### config.mk
export PLATFORM = sky130hd
export DESIGN_NAME = sas_sequencer
export DESIGN_NICKNAME = d
export VERILOG_FILES = /design/src/common/sas_pkg.sv /design/src/common/sas_eng_if.sv /design/src/verilog/sas_sar_engine.sv /design/src/verilog/sas_sequencer.sv
export SDC_FILE = /design/constraint.sdc
export NUM_CORES = 1
export LEC_CHECK = 0
export ABC_CLOCK_PERIOD_IN_PS = 4400
export BUFFER_PORTS_ARGS = -buffer_cell sky130_fd_sc_hd__buf_4
export CAP_MARGIN = 20
export CORE_UTILIZATION = 25
export CTS_CLUSTER_DIAMETER = 40
export DETAILED_ROUTE_END_ITERATION = 6
export GPL_ROUTABILITY_DRIVEN = 0
export PLACE_DENSITY = 0.52
export SETUP_SLACK_MARGIN = 0.3
export SLEW_MARGIN = 40
export SYNTH_ARGS = -nofsm -noshare
export SYNTH_HDL_FRONTEND = slang
export SYNTH_SLANG_ARGS = --single-unit
### constraint.sdc
create_clock -name clk -period 4.4 [get_ports clk]
set_input_delay 1.1 -clock clk [delete_from_list [all_inputs] [get_ports clk]]
set_output_delay 1.1 -clock clk [all_outputs]
set_load 0.05 [all_outputs]
### src/common/sas_pkg.sv
// Shared constants and types for the SAR converter sequencer.
package sas_pkg;
	localparam int unsigned ADR_W = 8;

	localparam logic [7:0] OFS_MODE  = 8'h00;
	localparam logic [7:0] OFS_CHAN  = 8'h04;
	localparam logic [7:0] OFS_PINS  = 8'h08;
	localparam logic [7:0] OFS_CMPC  = 8'h0C;
	localparam logic [7:0] OFS_RFULL = 8'h10;
	localparam logic [7:0] OFS_RHIGH = 8'h14;
	localparam logic [7:0] OFS_RLOW  = 8'h18;
	localparam logic [7:0] OFS_STAT  = 8'h1C;

	localparam int unsigned MODE_PWR    = 0;
	localparam int unsigned MODE_FR_LSB = 3;
	localparam int unsigned MODE_FR_MSB = 5;
	localparam int unsigned MODE_START  = 7;

	localparam int unsigned CHAN_LSB  = 0;
	localparam int unsigned CHAN_MSB  = 3;
	localparam int unsigned CHAN_IREF = 7;

	localparam int unsigned PIN_ANA0 = 0;
	localparam int unsigned PIN_ANA1 = 8;
	localparam int unsigned PIN_DIR2 = 16;
	localparam int unsigned PIN_DIR7 = 24;
	localparam int unsigned PIN_CH6  = 6;

	localparam int unsigned CMP_EN     = 7;
	localparam int unsigned CMP_SEL_HI = 4;
	localparam int unsigned CMP_SEL_LO = 3;

	localparam int unsigned STAT_BUSY   = 0;
	localparam int unsigned STAT_SAMPLE = 1;
	localparam int unsigned STAT_NEW    = 2;
	localparam int unsigned STAT_CMP    = 3;
	localparam int unsigned STAT_TRIAL  = 16;

	localparam int unsigned CODE_W   = 10;
	localparam int unsigned CODE_MSB = 9;
	localparam int unsigned CODE_LSB = 0;
	localparam int unsigned HIGH_LSB = 2;
	localparam int unsigned LOW_MSB  = 7;

	localparam logic [9:0] SAR_FIRST     = 10'h200;
	localparam logic [9:0] CODE_LSB_MASK = 10'h001;
	localparam logic [3:0] IDX_MSB       = 4'h9;
	localparam logic [3:0] IDX_LSB       = 4'h0;
	localparam logic [3:0] NUM_BITS      = 4'hA;

	localparam logic [7:0]  MODE_RST = 8'h00;
	localparam logic [7:0]  CHAN_RST = 8'h00;
	localparam logic [31:0] PINS_RST = 32'h01FF_0000;
	localparam logic [7:0]  CMPC_RST = 8'h00;
	localparam logic [9:0]  RES_RST  = 10'h000;

	localparam int unsigned BIT_BASE_CYC   = 8;
	localparam int unsigned SAMPLE_PERIODS = 4;
	localparam int unsigned CNT_W          = 11;
	localparam logic [1:0]  SAMP_LAST      = 2'(SAMPLE_PERIODS - 1);

	typedef enum logic [1:0] {ST_IDLE, ST_SAMPLE, ST_CONVERT} sas_state_e;
	typedef logic [CODE_W-1:0] sas_code_t;
endpackage

### src/common/sas_eng_if.sv
// Link between the sequencer control and the approximation register engine.
`timescale 1ns/10ps
`default_nettype none
interface sas_eng_if;
	logic              load;
	logic              decide;
	logic              keep;
	sas_pkg::sas_code_t trial;
	sas_pkg::sas_code_t code;
	logic              done;

	modport ctrl (output load, output decide, output keep, input trial, input code, input done);
	modport eng (input load, input decide, input keep, output trial, output code, output done);
endinterface
`default_nettype wire

### src/verilog/sas_sar_engine.sv
// Successive approximation register making one bit decision per request.
`timescale 1ns/10ps
`default_nettype none
module sas_sar_engine (
	// Clock, reset and freeze
	input  wire logic clk,
	input  wire logic sys_rst,
	input  wire logic ce,
	// Sequencer side
	sas_eng_if.eng    eng
);
	sas_pkg::sas_code_t sar_q;
	sas_pkg::sas_code_t code_q;
	logic [3:0]         idx_q;
	logic [3:0]         dec_q;
	logic               done_q;
	logic               last;
	logic               fin;

	assign last = (idx_q == sas_pkg::IDX_LSB);
	assign fin  = eng.decide && last && !eng.load;

	// The trial value doubles as the reference generator setting.
	always_ff @(posedge clk) begin
		if (sys_rst) begin
			sar_q <= sas_pkg::RES_RST;
			idx_q <= sas_pkg::IDX_MSB;
		end else if (ce) begin
			if (eng.load) begin
				sar_q <= sas_pkg::SAR_FIRST;
				idx_q <= sas_pkg::IDX_MSB;
			end else if (eng.decide) begin
				sar_q[idx_q] <= eng.keep;
				if (!last) begin
					sar_q[idx_q - 4'h1] <= 1'b1;
					idx_q <= idx_q - 4'h1;
				end
			end
		end
	end

	// Bit 0 is still the trial one here, so only a low comparator clears it.
	always_ff @(posedge clk) begin
		if (sys_rst) begin
			code_q <= sas_pkg::RES_RST;
			done_q <= 1'b0;
		end else if (ce) begin
			done_q <= fin;
			if (fin) begin
				code_q <= eng.keep ? sar_q : (sar_q & ~sas_pkg::CODE_LSB_MASK);
			end
		end
	end

	// Decisions since the last load, read only by the checks below.
	always_ff @(posedge clk) begin
		if (sys_rst) begin
			dec_q <= 4'h0;
		end else if (ce) begin
			if (eng.load) begin
				dec_q <= 4'h0;
			end else if (eng.decide) begin
				dec_q <= dec_q + 4'h1;
			end
		end
	end

	assign eng.trial = sar_q;
	assign eng.code  = code_q;
	assign eng.done  = done_q;

	property p_first_trial;
		@(posedge clk) disable iff (sys_rst)
		(ce && eng.load) |=> (sar_q == sas_pkg::SAR_FIRST && idx_q == sas_pkg::IDX_MSB);
	endproperty
	a_first_trial: assert property (p_first_trial)
		else $error("first trial is not half scale");

	property p_msb_then_next;
		@(posedge clk) disable iff (sys_rst)
		(ce && eng.decide && !eng.load && idx_q == sas_pkg::IDX_MSB) |=>
			(sar_q[sas_pkg::CODE_MSB] == $past(eng.keep) && sar_q[sas_pkg::CODE_MSB - 1]);
	endproperty
	a_msb_then_next: assert property (p_msb_then_next)
		else $error("top bit decision or next trial bit wrong");

	property p_low_clears;
		@(posedge clk) disable iff (sys_rst)
		(ce && eng.decide && !eng.load && !last && !eng.keep) |=> !sar_q[$past(idx_q)];
	endproperty
	a_low_clears: assert property (p_low_clears)
		else $error("trial bit kept although comparator was low");

	property p_ten_bits;
		@(posedge clk) disable iff (sys_rst)
		$rose(done_q) |-> (dec_q == sas_pkg::NUM_BITS);
	endproperty
	a_ten_bits: assert property (p_ten_bits)
		else $error("code finished after a wrong number of decisions");
endmodule
`default_nettype wire

### src/verilog/sas_sequencer.sv
// Sequencer of the successive-approximation converter with its Wishbone registers.
`timescale 1ns/10ps
`default_nettype none
// Behaviour
// - Channel 6 reaches comparator common input only with both mode bits and analog input.
// - Mode register bit 0 powers and enables the comparator stage.
// - Writing start bit 1 begins converting the selected channel at once.
// - Sample for a fixed interval, then hold until the conversion ends.
// - First comparison sets code bit 9, reference at half scale.
// - Top bit stays set if input is at least half reference, else cleared.
// - Bit 8 tried next; reference three quarters or one quarter by bit 9.
// - Each trial bit kept when input is at least the reference, else cleared.
// - Trials continue down to bit 0, giving a 10-bit code.
// - Finished code is copied into the result registers and held.
// - Each result transfer raises the conversion-end request.
// - Conversions repeat from sampling while start stays set; clearing it stops.
// - Channel register write aborts the conversion; restarts if start is set.
// - Reset clears the full result to 0000H and byte views to 00H.
// - Full result holds the 10-bit code; byte views give upper and lower eight.
module sas_sequencer (
	// Clock, reset and freeze
	input  wire logic        clk,
	input  wire logic        sys_rst,
	input  wire logic        ce,
	// Wishbone slave
	input  wire logic        wb_cyc,
	input  wire logic        wb_stb,
	input  wire logic        wb_we,
	input  wire logic [7:0]  wb_adr,
	input  wire logic [3:0]  wb_sel,
	input  wire logic [31:0] wb_wdata,
	output logic      [31:0] wb_rdata,
	output logic             wb_ack,
	// Analog front end
	input  wire logic        cmp_out,
	output logic             comparator_power_on,
	output logic             sample_hold_sample,
	output logic      [9:0]  ref_code,
	output logic      [3:0]  channel_sel,
	output logic             internal_ref_select,
	output logic             ch6_to_comparator_common,
	// Event
	output logic             conversion_end_irq
);
	sas_eng_if eng_if ();

	sas_pkg::sas_state_e state_q;
	logic [7:0]          mode_q;
	logic [7:0]          chan_q;
	logic [31:0]         pins_q;
	logic [7:0]          cmpc_q;
	sas_pkg::sas_code_t  res_q;
	logic                new_q;
	logic                irq_q;
	logic                route_q;
	logic                ack_q;
	logic [31:0]         rdata_q;
	logic [31:0]         rd_val;
	logic [31:0]         wmerge;
	logic [7:0]          adr;
	logic                req;
	logic                wr_hit;
	logic                rd_done;
	logic                chan_wr;
	logic                start;
	logic [2:0]          fr;
	logic [10:0]         per_m1;
	logic [10:0]         cnt_q;
	logic [1:0]          samp_q;
	logic                tick;
	logic                latch;
	logic                cmp_s1;
	logic                cmp_s2;
	logic                cmp_s3;
	logic                cmp_q;

	function automatic logic [31:0] sas_merge(
		input logic [31:0] old,
		input logic [31:0] nw,
		input logic [3:0]  sel
	);
		logic [31:0] r;
		r = old;
		for (int i = 0; i < 4; i++) begin
			if (sel[i]) begin
				r[8*i +: 8] = nw[8*i +: 8];
			end
		end
		return r;
	endfunction

	// Bus decode. Only the low two address bits are ignored, so each register answers at four byte addresses.
	assign adr     = {wb_adr[7:2], 2'h0};
	assign req     = wb_cyc && wb_stb;
	assign wr_hit  = req && wb_we && ack_q;
	assign rd_done = req && !wb_we && ack_q;
	assign chan_wr = wr_hit && (adr == sas_pkg::OFS_CHAN);
	assign wmerge  = sas_merge(rd_val, wb_wdata, wb_sel);

	// One wait state: ack follows the request by one cycle and drops after one.
	always_ff @(posedge clk) begin
		if (sys_rst) begin
			ack_q <= 1'b0;
		end else if (ce) begin
			ack_q <= req && !ack_q;
		end
	end

	always_comb begin
		rd_val = 32'h0000_0000;
		case (adr)
			sas_pkg::OFS_MODE: rd_val = 32'(mode_q);
			sas_pkg::OFS_CHAN: rd_val = 32'(chan_q);
			sas_pkg::OFS_PINS: rd_val = pins_q;
			sas_pkg::OFS_CMPC: rd_val = 32'(cmpc_q);
			sas_pkg::OFS_RFULL: rd_val = 32'(res_q);
			sas_pkg::OFS_RHIGH: rd_val = 32'(res_q[sas_pkg::CODE_MSB:sas_pkg::HIGH_LSB]);
			sas_pkg::OFS_RLOW: rd_val = 32'(res_q[sas_pkg::LOW_MSB:sas_pkg::CODE_LSB]);
			sas_pkg::OFS_STAT: begin
				rd_val[sas_pkg::STAT_BUSY] = (state_q != sas_pkg::ST_IDLE);
				rd_val[sas_pkg::STAT_SAMPLE] = (state_q == sas_pkg::ST_SAMPLE);
				rd_val[sas_pkg::STAT_NEW] = new_q;
				rd_val[sas_pkg::STAT_CMP] = cmp_q;
				rd_val[sas_pkg::STAT_TRIAL +: sas_pkg::CODE_W] = eng_if.trial;
			end
			default: rd_val = 32'h0000_0000;
		endcase
	end

	// Read data is captured in the request cycle and stands through the ack.
	always_ff @(posedge clk) begin
		if (sys_rst) begin
			rdata_q <= 32'h0000_0000;
		end else if (ce && req && !ack_q) begin
			rdata_q <= wb_we ? 32'h0000_0000 : rd_val;
		end
	end

	always_ff @(posedge clk) begin
		if (sys_rst) begin
			mode_q <= sas_pkg::MODE_RST;
		end else if (ce && wr_hit && adr == sas_pkg::OFS_MODE) begin
			mode_q <= wmerge[7:0];
		end
	end

	always_ff @(posedge clk) begin
		if (sys_rst) begin
			chan_q <= sas_pkg::CHAN_RST;
		end else if (ce && chan_wr) begin
			chan_q <= wmerge[7:0];
		end
	end

	always_ff @(posedge clk) begin
		if (sys_rst) begin
			pins_q <= sas_pkg::PINS_RST;
		end else if (ce && wr_hit && adr == sas_pkg::OFS_PINS) begin
			pins_q <= wmerge;
		end
	end

	always_ff @(posedge clk) begin
		if (sys_rst) begin
			cmpc_q <= sas_pkg::CMPC_RST;
		end else if (ce && wr_hit && adr == sas_pkg::OFS_CMPC) begin
			cmpc_q <= wmerge[7:0];
		end
	end

	// The comparator is asynchronous; a level counts once two late stages agree.
	always_ff @(posedge clk) begin
		if (sys_rst) begin
			cmp_s1 <= 1'b0;
			cmp_s2 <= 1'b0;
			cmp_s3 <= 1'b0;
			cmp_q  <= 1'b0;
		end else if (ce) begin
			cmp_s1 <= cmp_out;
			cmp_s2 <= cmp_s1;
			cmp_s3 <= cmp_s2;
			if (cmp_s2 == cmp_s3) begin
				cmp_q <= cmp_s3;
			end
		end
	end

	// Conversion clock period from the time field; the shortest period covers
	// the comparator synchroniser latency.
	assign start  = mode_q[sas_pkg::MODE_START];
	assign fr     = mode_q[sas_pkg::MODE_FR_MSB:sas_pkg::MODE_FR_LSB];
	assign per_m1 = sas_pkg::CNT_W'((sas_pkg::BIT_BASE_CYC << fr) - 1);
	assign tick   = (cnt_q == per_m1);

	always_ff @(posedge clk) begin
		if (sys_rst) begin
			state_q <= sas_pkg::ST_IDLE;
			cnt_q   <= 11'h000;
			samp_q  <= 2'h0;
		end else if (ce) begin
			cnt_q <= tick ? 11'h000 : cnt_q + 11'h001;
			if (!start) begin
				state_q <= sas_pkg::ST_IDLE;
				cnt_q   <= 11'h000;
				samp_q  <= 2'h0;
			end else if (chan_wr) begin
				state_q <= sas_pkg::ST_SAMPLE;
				cnt_q   <= 11'h000;
				samp_q  <= 2'h0;
			end else begin
				unique case (state_q)
					sas_pkg::ST_IDLE: begin
						state_q <= sas_pkg::ST_SAMPLE;
						cnt_q   <= 11'h000;
						samp_q  <= 2'h0;
					end
					sas_pkg::ST_SAMPLE: begin
						if (tick) begin
							if (samp_q == sas_pkg::SAMP_LAST) begin
								state_q <= sas_pkg::ST_CONVERT;
								samp_q  <= 2'h0;
							end else begin
								samp_q <= samp_q + 2'h1;
							end
						end
					end
					sas_pkg::ST_CONVERT: begin
						if (eng_if.done) begin
							state_q <= sas_pkg::ST_SAMPLE;
							cnt_q   <= 11'h000;
						end
					end
				endcase
			end
		end
	end

	// Engine steps are suppressed in the cycle an abort or stop takes effect.
	assign eng_if.load   = (state_q == sas_pkg::ST_SAMPLE) && tick
		&& (samp_q == sas_pkg::SAMP_LAST) && start && !chan_wr;
	assign eng_if.decide = (state_q == sas_pkg::ST_CONVERT) && tick && start && !chan_wr;
	assign eng_if.keep   = cmp_q;

	sas_sar_engine u_eng (
		.clk     (clk),
		.sys_rst (sys_rst),
		.ce      (ce),
		.eng     (eng_if)
	);

	// A code finished just as an abort lands is still latched, since the state leaves CONVERT only one cycle later.
	assign latch = eng_if.done && (state_q == sas_pkg::ST_CONVERT);

	always_ff @(posedge clk) begin
		if (sys_rst) begin
			res_q <= sas_pkg::RES_RST;
			irq_q <= 1'b0;
		end else if (ce) begin
			irq_q <= latch;
			if (latch) begin
				res_q <= eng_if.code;
			end
		end
	end

	// New-result flag: a completion in the same cycle as the clearing read wins.
	always_ff @(posedge clk) begin
		if (sys_rst) begin
			new_q <= 1'b0;
		end else if (ce) begin
			if (latch) begin
				new_q <= 1'b1;
			end else if (rd_done && adr == sas_pkg::OFS_RFULL) begin
				new_q <= 1'b0;
			end
		end
	end

	always_ff @(posedge clk) begin
		if (sys_rst) begin
			route_q <= 1'b0;
		end else if (ce) begin
			route_q <= cmpc_q[sas_pkg::CMP_SEL_HI] && cmpc_q[sas_pkg::CMP_SEL_LO]
				&& pins_q[sas_pkg::PIN_ANA0 + sas_pkg::PIN_CH6]
				&& pins_q[sas_pkg::PIN_DIR2 + sas_pkg::PIN_CH6];
		end
	end

	assign wb_ack                   = ack_q;
	assign wb_rdata                 = rdata_q;
	assign comparator_power_on      = mode_q[sas_pkg::MODE_PWR];
	assign sample_hold_sample       = (state_q == sas_pkg::ST_SAMPLE);
	assign ref_code                 = eng_if.trial;
	assign channel_sel              = chan_q[sas_pkg::CHAN_MSB:sas_pkg::CHAN_LSB];
	assign internal_ref_select      = chan_q[sas_pkg::CHAN_IREF];
	assign ch6_to_comparator_common = route_q;
	assign conversion_end_irq       = irq_q;

	property p_route;
		@(posedge clk) disable iff (sys_rst)
		(ce && ch6_to_comparator_common) |-> ($past(cmpc_q[sas_pkg::CMP_SEL_HI])
			&& $past(cmpc_q[sas_pkg::CMP_SEL_LO])
			&& $past(pins_q[sas_pkg::PIN_ANA0 + sas_pkg::PIN_CH6]));
	endproperty
	a_route: assert property (p_route)
		else $error("channel 6 routed without both mode bits and analog input");

	property p_power;
		@(posedge clk) disable iff (sys_rst)
		(ce && wr_hit && adr == sas_pkg::OFS_MODE && wb_sel[0] && wb_wdata[sas_pkg::MODE_PWR])
			|=> comparator_power_on;
	endproperty
	a_power: assert property (p_power)
		else $error("comparator not powered after enable write");

	property p_start;
		@(posedge clk) disable iff (sys_rst)
		(ce && state_q == sas_pkg::ST_IDLE && wr_hit && adr == sas_pkg::OFS_MODE && wb_sel[0]
			&& wb_wdata[sas_pkg::MODE_START]) |=> ##1 (sample_hold_sample || !$past(ce));
	endproperty
	a_start: assert property (p_start)
		else $error("start write did not begin sampling");

	property p_hold;
		@(posedge clk) disable iff (sys_rst)
		$fell(sample_hold_sample) && state_q == sas_pkg::ST_CONVERT
			|-> (ref_code == sas_pkg::SAR_FIRST);
	endproperty
	a_hold: assert property (p_hold)
		else $error("hold entered without half-scale first trial");

	property p_result;
		@(posedge clk) disable iff (sys_rst)
		(ce && latch) |=> (res_q == $past(eng_if.code) && conversion_end_irq);
	endproperty
	a_result: assert property (p_result)
		else $error("result not latched with end request");

	property p_irq_cause;
		@(posedge clk) disable iff (sys_rst)
		$rose(conversion_end_irq) |-> $past(eng_if.done);
	endproperty
	a_irq_cause: assert property (p_irq_cause)
		else $error("end request without a finished code");

	property p_repeat;
		@(posedge clk) disable iff (sys_rst)
		(ce && latch && start && !chan_wr) |=> (state_q == sas_pkg::ST_SAMPLE && cnt_q == 11'h000);
	endproperty
	a_repeat: assert property (p_repeat)
		else $error("next conversion did not restart from sampling");

	property p_abort;
		@(posedge clk) disable iff (sys_rst)
		(ce && chan_wr && start) |=> (state_q == sas_pkg::ST_SAMPLE && cnt_q == 11'h000
			&& samp_q == 2'h0);
	endproperty
	a_abort: assert property (p_abort)
		else $error("channel write did not restart the conversion");
endmodule
`default_nettype wire

After elaboration in Yosys (flattened, before gate mapping)
Index checks and enable logic that the tools add are counted.
{ "classes": {"addsub": 4, "order_cmp": 4, "n_eq_ne": 17, "shifts": 1, "muxes": 39, "n_bitwise": 1, "n_reduce_logical": 49} }
{ "op_table": {"columns": ["cell", "n"], "rows": [
  ["$pmux 12 s7", 1],
  ["$mux 11", 4],
  ["$mux 32", 1],
  ["$mux 8", 4],
  ["$logic_and 1x1->1", 30],
  ["$mux 10", 3],
  ["$pmux 4 s7", 1],
  ["$eq 6x3->1 const B", 4],
  ["$pmux 11 s2", 1],
  ["$pmux 10 s2", 1],
  ["$mux 2", 9],
  ["$eq 6x2->1 const B", 2],
  ["$mux 4", 3],
  ["$ne 4x2->1 const B", 3],
  ["$add 11x1->11 const B", 1],
  ["$eq 11x11->1", 1],
  ["$shl 4x3->11 const A", 1],
  ["$sub 11x1->11 const B", 1],
  ["$bwmux 10", 1],
  ["$lt 4x5->1 const B", 2],
  ["$or 10x10->10", 1],
  ["$reduce_and 2->1", 5],
  ["$demux 1 s4", 2],
  ["$ge 4x1->1 const B", 2],
  ["20 further kinds", 31]
]} }
{ "totals": {"regBits": 146, "out_inout_bits": 52, "wordCells": 136} }

Longest topological paths before layout
{ "depth": {"word_depth": 10, "ltp_mapped": 9, "mapped_depth_nobuf": 8} }

Hierarchy
From an unflattened synthesis, not the netlist that was laid out.
{ "unflattened": {"cells_unflattened": 872, "area_unflattened_um2": 7060.5} }
{ "modules_own_cells": {"columns": ["mod", "instances", "cells_per_inst", "area_each_um2", "seq_area_each_um2"], "rows": [
  ["sas_sequencer", 1, 693, 5685.5, 2422.3],
  ["sas_sar_engine", 1, 179, 1375.1, 500.5]
]} }

Worst setup path after synthesis
Ideal clock, no wire load.
{ "synth_path": {"path_type": "in2reg", "from": "input wb_adr[5]", "to": "register cmpc_q[1]", "setup_ns": 0.070, "arrival_time_ns": 2.626, "t_required_ns": 4.330, "slack_ns": 1.704, "path_stages": 6, "path_buffers": 0, "path_cell_list": "or4b_4 -> nor2_8 -> a222oi_1 -> and4b_1 -> or3_1 -> a21oi_1"} }
{ "synth_between": {"elab_chain_len": 4} }
{ "synth_lines": {"columns": ["element", "line_no", "source"], "rows": [
  ["from (decl)", "sas_sequencer.sv:29", "input wire logic [7:0] wb_adr,"],
  ["$eq 6x3->1", "sas_sequencer.sv:111", "case (adr)"],
  ["$reduce_or 2->1 (no line)", null, null],
  ["$pmux 4 s7", "sas_sequencer.sv:111", null],
  ["$mux 8", "sas_sequencer.sv:85", "if (sel[i]) begin"],
  ["to (signal assigned)", "sas_sequencer.sv:165", "cmpc_q <= sas_pkg::CMPC_RST;"],
  ["to (signal assigned)", "sas_sequencer.sv:167", "cmpc_q <= wmerge[7:0];"],
  ["to (decl)", "sas_sequencer.sv:51", "logic [7:0] cmpc_q;"]
]} }
Parallel ways exist; a longest one is shown, timed or not.
A chain may end at the register's enable or synchronous reset.

Worst setup path in the final report
{ "layout_path": {"from": "input wb_adr[5]", "to": "register chan_q[3]"} }
{ "layout_between": {"elab_chain_len": 4} }
{ "layout_lines": {"columns": ["element", "line_no", "source"], "rows": [
  ["$eq 6x3->1", "sas_sequencer.sv:111", null],
  ["$reduce_or 2->1 (no line)", null, null],
  ["$pmux 4 s7", "sas_sequencer.sv:111", null],
  ["$mux 8", "sas_sequencer.sv:85", null],
  ["to (signal assigned)", "sas_sequencer.sv:149", "chan_q <= sas_pkg::CHAN_RST;"],
  ["to (signal assigned)", "sas_sequencer.sv:151", "chan_q <= wmerge[7:0];"],
  ["to (decl)", "sas_sequencer.sv:49", "logic [7:0] chan_q;"]
]} }
Parallel ways exist; a longest one is shown, timed or not.

==> results.txt <==
- Status: finished, final reports clean
- Dividing total power by cell area gives a power density of 334.5 nW/um2.
- Number of buffers created by CTS: 17
* Hold path startpoint: cmpc_q[0]$_SDFFE_PP0P_
- The die covers 28030 um2.
- Number of vias per cell after detailed routing: 5.001
- After routing the design area is 8366 um2.
- The share of the Yosys chip area taken by registers is 42.72%.
- Synthesis produced a netlist with a net count of 878.
- For this run, design rule violations remaining after detail routing come to 0.
- The mapped netlist covers 6842 um2.
- Crit Path Max Fanout: 16
- Counting flops and latches in the post-synthesis netlist gives 146.
* Share of Yosys cell area claimed by the top area cell type: 42.72%
- Total via count after detailed routing: 6196
* Crit start category: primary input
- Total global-route track usage: 14.75%
- Together, buffers and inverters on the worst path number 1.
* # clock sinks: 146
- TritonCTS built the clock tree.
- Number of I/O port buffers: 100
* Clock latency on the worst-skew pair: 0.42 ns
* Instance area after placement: 7830 um2
- Worst-case clock skew: 0.006757 ns
- Routed Antenna Nets: 0
- The worst pin sits at a relative slew slack of 48.78%.
- The detailed router finished its first iteration with 394 violations.
- Grouping stages by cell kind, the critical path spends the most delay in simple AND/OR/NAND/NOR gates.
- Synthesized instance count: 818
* First-pass detailed-route iteration total: 5
- Startpoint of the lowest-slack register-to-register path: state_q[0]$_SDFFE_PP0P_
* Die W: 167.4 um
- The finished layout holds 1239 standard cells, fillers aside.
- Number of endpoints with negative hold slack in the final report: 0
* Area contributors post-synth: dfxtp_1 43%, nand2_1 6.5%, a21oi_1 6.0%, a22oi_1 5.6%, nor2_1 3.6%
- Final total negative setup slack: 0 ns
- Number of setup buffers added after CTS: 0
* Via count of the first global-routing pass: 5661
- Die Span Y: 167.4 um
* Hold crit path type: flop to flop
- Share of layout cells above drive strength 1: 16.48%
- Final HPWL DP: 14.56 mm
- Leading register cell type out of synthesis: dfxtp_1
- Pin count of the biggest net entering global routing: 50
- Most frequent cell after synthesis: dfxtp_1
- Setup repair after global routing missed its margin: no
- Number of maximum-capacitance violations: 0
- Yosys warning count: 0
- Cell row count: 60
* Layout Nets: 947
* Antenna diode instance count: 0
- After detailed routing, the average wire length per cell comes to 16.67 um.
- STA classifies the critical path endpoint as a flop.
- Critical Path RT: 4.74 ns
* Setup CP Type: primary input to flop
- The area growth from synthesis to layout is 22.28%.
* Initial cell density of the core: 25.46%
- For this run, the slowest stage of the critical path takes 0.56 ns.
- Total length of routed wires: 20.65 mm
- The synthesized design contains 0 enable-type register cells.
* Number of top-level design ports: 103
* Pre-CTS setup slack: 0.9755 ns
* Clock edge transition at the registers on the reported setup and hold paths: 0.06 ns
- The first global-routing pass estimated 32.32 mm of wire.
- The netlist uses 58 different library cells.
* Worst-case setup margin in the final layout: 1.355 ns
- The initial antenna violation count came to 0.
- Peak ir drop on the vdd network: 267.3 uV
- Critical-path cell with the highest stage delay: and2_1
- Leakage dissipation: 3.246 nW
- Remaining global-route overflow: 0
- Gates resized, CTS repair: 0
- CTS built an H-tree with a depth of 4.
* Cell chain of the critical path: buf_4, nor4_4, and2_1, nand2_1, or3_1, a21oi_1
* Area of the core: 26880 um2
- For the pin with the worst max-slew slack, the measured transition is 0.7667 ns.
- Number of cells after detailed placement: 1209
* Commonest cells in the netlist: 146 x dfxtp_1, 119 x nand2_1, 82 x a21oi_1
- Setup violations remaining at the end of the flow were counted as 0.
* Fraction of the cycle the final worst path needs: 69.20%
* Minimum clock period: 3.045 ns
- Derived from the worst setup path, the maximum achievable clock frequency is 0.3284 GHz.
- Share of synthesized flip-flops with an asynchronous set or reset: 0%
* Mean cell area of the mapped netlist: 8.364 um2
- Quantity of hold-fixing buffers added after cts: 0
* Cell at the root of the clock tree: clkbuf_16
- Most area-hungry cell type in the Yosys netlist: dfxtp_1
* Max-slew violation count: 0
* Data arrival time at the worst-slack endpoint: 3.39 ns
- The most critical setup path has its startpoint at wb_adr[5].
- The clock passes through at most 2 buffers.
==> logic make-up (layout without fill, tap and decap cells) <==
group / after synthesis / after routing / synth area share (%)
XOR/XNOR: 6 / 6 / 0.7681
multiplexers: 24 / 24 / 3.511
buffers and inverters: 70 / 150 / 4.572
AO/OA/AOI/OAI: 226 / 226 / 21.91
flip-flops: 146 / 146 / 42.72
adder cells (fa/ha/maj): 9 / 9 / 1.646
AND/OR/NAND/NOR: 337 / 337 / 24.87
==> cell type report <==
class,count,area (um2)
fillers,2834,18510
inverters,9,33.78
repair buffers,111,833.3
clock inverters,9,85.08
clock buffers,21,450.4
multi-input cells,602,3613
flip-flops and latches,146,2923
well taps,341,426.7
==> metal layers <==
metal	global-route usage [%]	up-vias	part of all wire [%]
met3	2.954	15	4.6
li1	-	3092	-
met1	20.45	2933	50
met5	0	-	0
met4	4.148	0	1.1
met2	23.06	156	45
==> sequential cells by signal, indices dropped and copies added, names as in the netlist, 2 cells and up <==
name,count
mode_q,8
u_eng.idx_q,4
samp_q,2
cmpc_q,8
res_q,10
u_eng.eng.trial,10
chan_q,8
cnt_q,11
u_eng.eng.code,10
wb_rdata,32
state_q,2
pins_q,32
==> final timing paths <==
check | to | slack, ns | cells after the start
setup reg to reg | u_eng.idx_q[2]$_SDFFE_PP0P_ | 2.03 | 6
hold / removal | cmpc_q[0]$_SDFFE_PP0P_ | 0.45 | 2
setup / recovery | chan_q[3]$_SDFFE_PP0P_ | 1.36 | 6
hold reg to reg | cmpc_q[0]$_SDFFE_PP0P_ | 0.45 | 2
==> worst register-to-register path, delay by kind of cell (launching register included) <==
kind             cells  cell delay [ns]
AND/OR/NAND/NOR      4             1.45
flip-flops           1             0.45
AO/OA/AOI/OAI        2             0.35
==> stage by stage <==
step | power (mW) | hold slack [ns] | utilization (%)
floorplan | 1.416 | 0.4312 | -
global placement | 1.482 | 0.4392 | 29.11
detailed placement | 1.481 | 0.4441 | 29.13
CTS | 2.826 | 0.4529 | 31.13
global route | 2.894 | 0.4706 | 31.13
finish | 2.798 | 0.4512 | 31.13
==> power breakdown <==
part | switching, mW | internal (mW)
clock network | 0.563 | 0.785
registers | 0.00214 | 1.32
logic | 0.0762 | 0.0483
==> placed cells by master (no fill, tap or decap), drive strengths merged, types with 6 or more instances in the layout <==
cell type / synthesis / routed
and2: 6 / 6
clkbuf: 41 / 21
inv: 8 / 9
nand4: 7 / 7
a22o: 15 / 15
dfxtp: 146 / 146
nor2: 67 / 67
a21o: 10 / 10
a21oi: 82 / 82
o211ai: 11 / 11
o21ai: 17 / 17
nand2: 119 / 119
mux2i: 24 / 24
and3: 11 / 11
and4b: 8 / 8
a32oi: 7 / 7
a31oi: 11 / 11
buf: 20 / 111
nand3: 34 / 34
nand2b: 9 / 9
or3: 31 / 31
a22oi: 54 / 54
nor2b: 13 / 13
nor3: 9 / 9
ha: 9 / 9
Note: power is estimated with default switching activity, not from simulation.
